`src/hdl/charge_setpoint_map.vh`:
```
// Offsets, field positions, reset values and decode constants of the charge setpoint registers
`ifndef CHARGE_SETPOINT_MAP_VH
`define CHARGE_SETPOINT_MAP_VH
`define ADDR_CHARGE_CURRENT_CONTROL  8'h02
`define ADDR_PRECHARGE_TERM_CURRENT  8'h03
`define ADDR_CHARGE_VOLTAGE_CONTROL  8'h04
`define RST_CHARGE_CURRENT_CONTROL   8'hb4
`define RST_PRECHARGE_TERM_CURRENT   8'haa
`define RST_CHARGE_VOLTAGE_CONTROL   8'h58
`define BIT_BOOST_LIMIT              7
`define BIT_INPUT_SWITCH_FULL_ON     6
`define BIT_RECHARGE_OFFSET          0
`define BOOST_LIMIT_LOW_MA           12'h1f4
`define BOOST_LIMIT_HIGH_MA          12'h4b0
`define INPUT_SWITCH_THRESHOLD_MA    12'h2bc
`define VREG_OFFSET_MV               13'h0f10
`define VREG_STEP_MV                 13'h0020
`define VREG_SPECIAL_CODE            5'h0f
`define VREG_SPECIAL_MV              13'h10fe
`define VREG_MAX_CODE                5'h18
`define RECHARGE_LOW_MV              13'h0064
`define RECHARGE_HIGH_MV             13'h00c8
`define ICHG_MAX_MA                  12'hbb8
`define TOPOFF_STEP_MIN              6'h0f
`endif

```
`src/hdl/charge_setpoint_registers.v`:
```
// Charge setpoint register bank with decoders for currents, voltage and recharge
//
// How it works
// - Boost limit bit: 0.5A clear, 1.2A set
// - Full-on clear: high-resistance switch below 700mA
// - Boost mode always drives input switch fully on
// - Fast-charge code resets to 110100 (1980mA)
// - Fast-charge lower half piecewise decode
// - Fast-charge upper half decode, 61-63 give 3000mA
// - Precharge and termination codes reset to 1010
// - Shared four-bit precharge/termination current mapping
// - Charge voltage 3856mV plus 32mV per step, except code 01111 (4350mV)
// - Voltage codes above 24 clamp to 24
// - Voltage code resets to 01011 (4.208V)
// - Top-off field selects 0/15/30/45 minutes
// - Top-off 00 ends charging at termination
// - Recharge offset 100mV clear, 200mV set
// - Recharge starts below setpoint minus offset
// - All registers eight bits, bit 0 LSB
`timescale 1ns/100ps
`default_nettype none
`include "charge_setpoint_map.vh"
module charge_setpoint_registers
(
   input  wire        i_sys_clk,
   input  wire        i_rst,
   input  wire        i_reg_reset,
   input  wire        i_watchdog_expired,
   input  wire        i_wr_en,
   input  wire        i_rd_en,
   input  wire [7:0]  i_addr,
   input  wire [7:0]  i_wr_data,
   output reg  [7:0]  o_rd_data,
   output reg         o_rd_hit,
   input  wire        i_boost_mode,
   input  wire [11:0] i_input_current_limit_setting,
   input  wire        i_charge_done,
   input  wire [12:0] i_battery_mv,
   input  wire        i_termination_met,
   input  wire        i_topoff_expired,
   output reg  [11:0] o_boost_current_limit_ma,
   output reg         o_input_switch_full_on,
   output reg  [11:0] o_fast_charge_ma,
   output reg  [7:0]  o_precharge_ma,
   output reg  [7:0]  o_termination_ma,
   output reg  [12:0] o_charge_voltage_mv,
   output reg  [5:0]  o_topoff_minutes,
   output reg         o_charge_end,
   output reg  [12:0] o_recharge_threshold_mv,
   output reg         o_recharge_start
);

   reg  [7:0]  charge_current_control_reg;
   reg  [7:0]  precharge_termination_current_reg;
   reg  [7:0]  charge_voltage_control_reg;
   reg  [7:0]  charge_current_control_next;
   reg  [7:0]  precharge_termination_current_next;
   reg  [7:0]  charge_voltage_control_next;

   wire [5:0]  fast_charge_current_code = charge_current_control_reg[5:0];
   wire [3:0]  precharge_current_code   = precharge_termination_current_reg[7:4];
   wire [3:0]  termination_current_code = precharge_termination_current_reg[3:0];
   wire [4:0]  charge_voltage_code      = charge_voltage_control_reg[7:3];
   wire [1:0]  topoff_extension_sel     = charge_voltage_control_reg[2:1];
   wire        recharge_offset_sel      = charge_voltage_control_reg[`BIT_RECHARGE_OFFSET];
   wire        boost_current_limit_sel  = charge_current_control_reg[`BIT_BOOST_LIMIT];
   wire        input_switch_full_on     = charge_current_control_reg[`BIT_INPUT_SWITCH_FULL_ON];

   // Shared by precharge and termination decode
   function [7:0] small_current_ma;
      input [3:0] code;
      begin
         case (code)
            4'h0: small_current_ma = 8'h05;
            4'h1: small_current_ma = 8'h0a;
            4'h2: small_current_ma = 8'h0f;
            4'h3: small_current_ma = 8'h14;
            4'h4: small_current_ma = 8'h1e;
            4'h5: small_current_ma = 8'h28;
            4'h6: small_current_ma = 8'h32;
            4'h7: small_current_ma = 8'h3c;
            4'h8: small_current_ma = 8'h50;
            4'h9: small_current_ma = 8'h64;
            4'ha: small_current_ma = 8'h78;
            4'hb: small_current_ma = 8'h8c;
            4'hc: small_current_ma = 8'ha0;
            4'hd: small_current_ma = 8'hb4;
            4'he: small_current_ma = 8'hc8;
            default: small_current_ma = 8'hf0;
         endcase
      end
   endfunction

   // Table form: six step sizes make shared arithmetic easy to get wrong
   function [11:0] fast_current_ma;
      input [5:0] code;
      begin
         case (code)
            6'h00: fast_current_ma = 12'h000;
            6'h01: fast_current_ma = 12'h005;
            6'h02: fast_current_ma = 12'h00a;
            6'h03: fast_current_ma = 12'h00f;
            6'h04: fast_current_ma = 12'h014;
            6'h05: fast_current_ma = 12'h019;
            6'h06: fast_current_ma = 12'h01e;
            6'h07: fast_current_ma = 12'h023;
            6'h08: fast_current_ma = 12'h028;
            6'h09: fast_current_ma = 12'h032;
            6'h0a: fast_current_ma = 12'h03c;
            6'h0b: fast_current_ma = 12'h046;
            6'h0c: fast_current_ma = 12'h050;
            6'h0d: fast_current_ma = 12'h05a;
            6'h0e: fast_current_ma = 12'h064;
            6'h0f: fast_current_ma = 12'h06e;
            6'h10: fast_current_ma = 12'h082;
            6'h11: fast_current_ma = 12'h096;
            6'h12: fast_current_ma = 12'h0aa;
            6'h13: fast_current_ma = 12'h0be;
            6'h14: fast_current_ma = 12'h0d2;
            6'h15: fast_current_ma = 12'h0e6;
            6'h16: fast_current_ma = 12'h0fa;
            6'h17: fast_current_ma = 12'h10e;
            6'h18: fast_current_ma = 12'h12c;
            6'h19: fast_current_ma = 12'h14a;
            6'h1a: fast_current_ma = 12'h168;
            6'h1b: fast_current_ma = 12'h186;
            6'h1c: fast_current_ma = 12'h1a4;
            6'h1d: fast_current_ma = 12'h1c2;
            6'h1e: fast_current_ma = 12'h1e0;
            6'h1f: fast_current_ma = 12'h1fe;
            6'h20: fast_current_ma = 12'h21c;
            6'h21: fast_current_ma = 12'h258;
            6'h22: fast_current_ma = 12'h294;
            6'h23: fast_current_ma = 12'h2d0;
            6'h24: fast_current_ma = 12'h30c;
            6'h25: fast_current_ma = 12'h348;
            6'h26: fast_current_ma = 12'h384;
            6'h27: fast_current_ma = 12'h3c0;
            6'h28: fast_current_ma = 12'h3fc;
            6'h29: fast_current_ma = 12'h438;
            6'h2a: fast_current_ma = 12'h474;
            6'h2b: fast_current_ma = 12'h4b0;
            6'h2c: fast_current_ma = 12'h4ec;
            6'h2d: fast_current_ma = 12'h528;
            6'h2e: fast_current_ma = 12'h564;
            6'h2f: fast_current_ma = 12'h5a0;
            6'h30: fast_current_ma = 12'h5dc;
            6'h31: fast_current_ma = 12'h654;
            6'h32: fast_current_ma = 12'h6cc;
            6'h33: fast_current_ma = 12'h744;
            6'h34: fast_current_ma = 12'h7bc;
            6'h35: fast_current_ma = 12'h834;
            6'h36: fast_current_ma = 12'h8ac;
            6'h37: fast_current_ma = 12'h924;
            6'h38: fast_current_ma = 12'h99c;
            6'h39: fast_current_ma = 12'ha14;
            6'h3a: fast_current_ma = 12'ha8c;
            6'h3b: fast_current_ma = 12'hb04;
            6'h3c: fast_current_ma = 12'hb7c;
            default: fast_current_ma = `ICHG_MAX_MA;
         endcase
      end
   endfunction

   // Clamp first so an over-range code never lands on the special value
   function [12:0] charge_voltage_mv;
      input [4:0] code;
      reg   [4:0] eff;
      begin
         eff = (code > `VREG_MAX_CODE) ? `VREG_MAX_CODE : code;
         if (eff == `VREG_SPECIAL_CODE)
            charge_voltage_mv = `VREG_SPECIAL_MV;
         else
            charge_voltage_mv = `VREG_OFFSET_MV + {8'h00, eff} * `VREG_STEP_MV;
      end
   endfunction

   always @*
   begin
      charge_current_control_next        = charge_current_control_reg;
      precharge_termination_current_next = precharge_termination_current_reg;
      charge_voltage_control_next        = charge_voltage_control_reg;
      if (i_reg_reset)
      begin
         charge_current_control_next        = `RST_CHARGE_CURRENT_CONTROL;
         precharge_termination_current_next = `RST_PRECHARGE_TERM_CURRENT;
         charge_voltage_control_next        = `RST_CHARGE_VOLTAGE_CONTROL;
      end
      else if (i_watchdog_expired)
      begin
         // Full-on bit survives watchdog expiry
         charge_current_control_next = {1'b1, input_switch_full_on, 6'h34};
         precharge_termination_current_next = `RST_PRECHARGE_TERM_CURRENT;
         charge_voltage_control_next        = `RST_CHARGE_VOLTAGE_CONTROL;
      end
      else if (i_wr_en)
      begin
         case (i_addr)
            `ADDR_CHARGE_CURRENT_CONTROL:
               charge_current_control_next = i_wr_data;
            `ADDR_PRECHARGE_TERM_CURRENT:
               precharge_termination_current_next = i_wr_data;
            `ADDR_CHARGE_VOLTAGE_CONTROL:
               charge_voltage_control_next = i_wr_data;
            default:
               charge_current_control_next = charge_current_control_reg;
         endcase
      end
   end

   always @(posedge i_sys_clk)
   begin
      if (i_rst)
      begin
         charge_current_control_reg        <= `RST_CHARGE_CURRENT_CONTROL;
         precharge_termination_current_reg <= `RST_PRECHARGE_TERM_CURRENT;
         charge_voltage_control_reg        <= `RST_CHARGE_VOLTAGE_CONTROL;
      end
      else
      begin
         charge_current_control_reg        <= charge_current_control_next;
         precharge_termination_current_reg <= precharge_termination_current_next;
         charge_voltage_control_reg        <= charge_voltage_control_next;
      end
   end

   // Read data registered; unmapped addresses read zero with no hit
   always @(posedge i_sys_clk)
   begin
      if (i_rst)
      begin
         o_rd_data <= 8'h00;
         o_rd_hit  <= 1'b0;
      end
      else
      begin
         o_rd_hit  <= 1'b0;
         o_rd_data <= 8'h00;
         if (i_rd_en)
         begin
            case (i_addr)
               `ADDR_CHARGE_CURRENT_CONTROL:
               begin
                  o_rd_data <= charge_current_control_reg;
                  o_rd_hit  <= 1'b1;
               end
               `ADDR_PRECHARGE_TERM_CURRENT:
               begin
                  o_rd_data <= precharge_termination_current_reg;
                  o_rd_hit  <= 1'b1;
               end
               `ADDR_CHARGE_VOLTAGE_CONTROL:
               begin
                  o_rd_data <= charge_voltage_control_reg;
                  o_rd_hit  <= 1'b1;
               end
               default:
                  o_rd_hit  <= 1'b0;
            endcase
         end
      end
   end

   wire [12:0] vreg_mv     = charge_voltage_mv(charge_voltage_code);
   wire [12:0] recharge_mv = vreg_mv - (recharge_offset_sel ? `RECHARGE_HIGH_MV
                                                             : `RECHARGE_LOW_MV);

   // Decoded setpoints are registered so they change one edge after the field
   always @(posedge i_sys_clk)
   begin
      if (i_rst)
      begin
         o_boost_current_limit_ma <= `BOOST_LIMIT_HIGH_MA;
         o_input_switch_full_on   <= 1'b0;
         o_fast_charge_ma         <= 12'h7bc;
         o_precharge_ma           <= 8'h78;
         o_termination_ma         <= 8'h78;
         o_charge_voltage_mv      <= 13'h1070;
         o_topoff_minutes         <= 6'h00;
         o_charge_end             <= 1'b0;
         o_recharge_threshold_mv  <= 13'h100c;
         o_recharge_start         <= 1'b0;
      end
      else
      begin
         o_boost_current_limit_ma <= boost_current_limit_sel ? `BOOST_LIMIT_HIGH_MA
                                                             : `BOOST_LIMIT_LOW_MA;
         o_input_switch_full_on   <= i_boost_mode | input_switch_full_on |
            (i_input_current_limit_setting >= `INPUT_SWITCH_THRESHOLD_MA);
         o_fast_charge_ma         <= fast_current_ma(fast_charge_current_code);
         o_precharge_ma           <= small_current_ma(precharge_current_code);
         o_termination_ma         <= small_current_ma(termination_current_code);
         o_charge_voltage_mv      <= vreg_mv;
         o_topoff_minutes         <= {4'h0, topoff_extension_sel} * `TOPOFF_STEP_MIN;
         o_charge_end             <= i_termination_met &&
            ((topoff_extension_sel == 2'b00) || i_topoff_expired);
         o_recharge_threshold_mv  <= recharge_mv;
         o_recharge_start         <= i_charge_done && (i_battery_mv < recharge_mv);
      end
   end

endmodule // charge_setpoint_registers
`default_nettype wire

```
`config.mk`:
```
export PLATFORM = sky130hd
export DESIGN_NAME = charge_setpoint_registers
export DESIGN_NICKNAME = d
export VERILOG_FILES = /design/src/hdl/charge_setpoint_registers.v
export VERILOG_INCLUDE_DIRS = /design/src /design/src/hdl
export SDC_FILE = /design/constraint.sdc
export NUM_CORES = 1
export LEC_CHECK = 0
export BUFFER_PORTS_ARGS = -buffer_cell sky130_fd_sc_hd__buf_2
export CAP_MARGIN = 40
export CORE_MARGIN = 2
export CORE_UTILIZATION = 35
export DETAILED_ROUTE_END_ITERATION = 10
export HOLD_SLACK_MARGIN = 0.06
export PLACE_DENSITY = 0.61
export SYNTH_ARGS = -nofsm -noshare
export SYNTH_HDL_FRONTEND = slang
export SYNTH_SLANG_ARGS = --single-unit
```
`constraint.sdc`:
```
create_clock -name i_sys_clk -period 3.6 [get_ports i_sys_clk]
set_clock_uncertainty 0.1 [all_clocks]
set_input_delay 0.18 -clock i_sys_clk [delete_from_list [all_inputs] [get_ports i_sys_clk]]
set_output_delay 0.18 -clock i_sys_clk [all_outputs]
set_load 0.01 [all_outputs]
```
==> impl_metrics.csv <==
group,metric,value,unit
run_status,run_status,"complete, no violations",
routing,via_per_inst,4.87,
global_route,grt_pass1_wl,18100,um
final_layout,area_growth,23.7,%
clock_network,clockBufferDepth,2,
clock_network,cts_root_buf,"clkbuf_16",
synth,yosysWarnings,0,
placed_design,placed_cell_area,0.00526,mm^2
power_and_ir_drop,p_seq_share,48.9,%
sta,rsz0062_at_grt,"no",
global_route,antenna_found_initial,0,
power_and_ir_drop,p_comb_share,5.4,%
synth,synthTopCellsByCount,"dfxtp_1 (90), nor2_1 (55), ha_1 (47)",
power_and_ir_drop,peakVddDrop,0.188,mV
synth,synth_seq_cells,90,
clock_network,clk_pin_slew,70,ps
placed_design,dp.final_hpwl,8080,um
global_route,grt_max_degree,32,
sta,slew_viol_final,0,
final_layout,num_antenna_cells,0,
floorplan,die_w,119,um
global_route,grt_pass1_vias,3686,
power_and_ir_drop,powerDensity,357,mW/mm^2
power_and_ir_drop,internal_power,1.59,mW
worst_setup_path,r2r-start,"charge_voltage_control_reg[7]$_SDFFE_PP0P_",
sta,period_needed,3250,ps
clock_network,numCtsBuffers,9,
routing,drtIter0Drc,263,
sta,fin_crit_sh,90.4,%
routing,drcViolationCount,0,
placed_design,portBuffers,120,
clock_network,clock_sinks,90,
power_and_ir_drop,power_leakage,2.57,nW
clock_network,cts_setup_buffers,0,
final_layout,regArea,0.00180,mm^2
synth,async_flop_share,0,%
min_path,hold_depth,5,
routing,ant_nets,0,
final_layout,multi_input_area,0.00248,mm^2
synth,ys_seq_area_share,39.0,%
synth,syn_area_per_cell,8.88,um^2
worst_setup_path,cp_max_fo,9,
min_path,worstHoldStart,"i_battery_mv[12]",
global_route,grt_use_met1,20.7,%
synth,synth_area_leaders,"dfxtp_1 (39%), ha_1 (13%), nor2_1 (4.5%)",
floorplan,io_pins,135,
final_layout,fill_cells,1237,
power_and_ir_drop,p_total,2.04,mW
clock_network,post_cts_resize_count,0,
worst_setup_path,crit_required,3710,ps
sta,fmax,307,MHz
worst_setup_path,timing.rr.end,"o_recharge_start$_SDFF_PP0_",
synth,synth_edf_count,0,
final_layout,largest_registers,"o_fast_charge_ma (12), o_recharge_threshold_mv (11)",
clock_network,cts_tree,"yes",
sta,max_slew.worst_pin.slew,708,ps
final_layout,largest_register_ffs,12,
sta,setup-violations-final,0,
floorplan,die_area,0.0141,mm^2
synth,synth_largest_area_cell,"dfxtp_1",
power_and_ir_drop,switching_share,22.3,%
synth,synth_top_cell_area_share,39.0,%
min_path,holdCritPathClass,"input port to flip-flop",
worst_setup_path,worst-setup-path-type,"flip-flop to flip-flop",
global_route,grt-ovfl-total,0,
final_layout,nets,730,
floorplan,start_util,36.2,%
routing,vias,3941,
worst_setup_path,critPathArrivalTime,3360,ps
global_route,grt_use_met2,25.1,%
placed_design,pre_cts_ws,334,ps
sta,maxSlewHeadroom,52.7,%
worst_setup_path,cp-end-kind,"flip-flop",
worst_setup_path,ff2ff_path_depth,11,
global_route,grt_usage,15.7,%
sta,hold_viol,0,
min_path,whs_endpoint,"o_recharge_start$_SDFF_PP0_",
synth,synth_cell_type_count,58,
synth,netlist_instances,520,
synth,post-synth-top-count-cell,"dfxtp_1",
floorplan,fp.dieH,119,um
worst_setup_path,crit_path_start_kind,"flip-flop",
synth,ys.flop_type,"dfxtp_1",
routing,drt_first_pass_iters,6,
clock_network,insertion_delay,340,ps
clock_network,htreeDepth,3,
worst_setup_path,rrSetupSlack,350,ps
global_route,grt-busiest-layer,"met2",
floorplan,row_count,41,
power_and_ir_drop,power_frac_clock,45.7,%
power_and_ir_drop,p_sw,455,uW
final_layout,top_register,"o_fast_charge_ma",
routing,routed_wl,11000,um
final_layout,drive_gt1_share,24.5,%
global_route,met3_usage,3.50,%
sta,tns,0,ps
sta,setup_slack,347,ps
floorplan,fp.coreArea,0.0128,mm^2
synth,synth_area,0.00462,mm^2
placed_design,routabilityCongestion,0.827,
routing,post_drt_wl_per_cell,13.6,um
job,drv_cap,0,
final_layout,final_area,0.00571,mm^2
## cell type report
cell class	count	share of cell area (%)
multi-input combinational	361	43.5
sequential	90	31.5
timing repair buffer	142	14.2
clock buffer	9	3.94
tap	172	3.77
inverter	28	1.84
clock inverter	7	1.23
## critical path: stages, from the launching register on
cell and delay, ps:
dfxtp_1 390, ha_1 330, nand2b_1 240, inv_1 70
ha_1 340, nor4bb_1 380, nor3b_1 160, xor2_1 190
ha_1 350, nand4_1 140, a2111oi_0 360, nor3_1 80
## metal layers
metal / vias to the layer above / part of all wire, %
li1: 1994 / -
met1: 1816 / 46
met2: 120 / 47
met3: 11 / 5.8
met4: 0 / 1.3
met5: - / 0
## cell families after synthesis
logic type / share of synthesized area [%]
mux: 5.20
buf+inv: 7.94
simple gates: 19.8
compound gates: 13.7
flops: 39.0
other cells: 0.163
xor+xnor: 1.52
fa+ha+maj: 12.7
## repair_timing
item	CTS	global route
endpoints found under the hold margin	23	0
setup endpoints to repair	0	0
hold buffers	16	0
## power by group through the flow
| stage | logic (mW) | clock network, mW | registers, mW |
|---|---|---|---|
| CTS | 0.110 | 0.952 | 0.998 |
| detailed placement | 0.0965 | 0 | 1.02 |
| finish | 0.110 | 0.932 | 0.998 |
| floorplan | 0.0595 | 0 | 1.02 |
| global placement | 0.0948 | 0 | 1.02 |
| global route | 0.122 | 0.992 | 0.998 |
## how the worst max path moves through the flow
| stage | start | end | slack [ps] | depth (start not counted) |
|---|---|---|---|---|
| finish | charge_voltage_control_reg[7]$_SDFFE_PP0P_ | o_recharge_start$_SDFF_PP0_ | 350 | 11 |
| global route | charge_voltage_control_reg[7]$_SDFFE_PP0P_ | o_recharge_start$_SDFF_PP0_ | 80 | 12 |
| CTS | charge_voltage_control_reg[7]$_SDFFE_PP0P_ | o_recharge_start$_SDFF_PP0_ | 320 | 11 |
| detailed placement | charge_voltage_control_reg[7]$_SDFFE_PP0P_ | o_recharge_start$_SDFF_PP0_ | 330 | 11 |
| global placement | charge_voltage_control_reg[7]$_SDFFE_PP0P_ | o_recharge_start$_SDFF_PP0_ | 540 | 12 |
| floorplan | charge_voltage_control_reg[7]$_SDFFE_PP0P_ | o_recharge_start$_SDFF_PP0_ | 720 | 13 |
## metrics by stage
step / util (%) / cells / hold WS, ps
floorplan: - / 529 / 158
global placement: 41.1 / 776 / 287
detailed placement: 41.2 / 777 / 294
CTS: 44.7 / 809 / 151
global route: 44.7 / 809 / 191
finish: 44.7 / 809 / 154
## cells in the final DEF, fill, tap and decap left out, types with 3 or more instances in the layout
cell type | synthesis | routed
buf_2 | 5 | 120
dfxtp_1 | 90 | 90
nor2_1 | 55 | 55
ha_1 | 47 | 47
a21oi_1 | 30 | 30
inv_1 | 27 | 27
o21ai_0 | 27 | 27
nand2_1 | 26 | 26
nor3_1 | 22 | 22
dlygate4sd3_1 | 0 | 16
mux2i_1 | 15 | 15
nand3_1 | 14 | 14
nand2b_1 | 11 | 11
conb_1 | 2 | 11
nor2b_1 | 9 | 9
a31oi_1 | 9 | 9
clkbuf_16 | 0 | 9
nor3b_1 | 8 | 8
o211ai_1 | 7 | 7
xnor2_1 | 6 | 6
a21o_1 | 6 | 6
buf_4 | 18 | 5
a211oi_1 | 4 | 4
or2_2 | 4 | 4
nor4_1 | 4 | 4
mux4_2 | 3 | 3
clkinv_2 | 0 | 3
(Power assumes the default switching activity.)
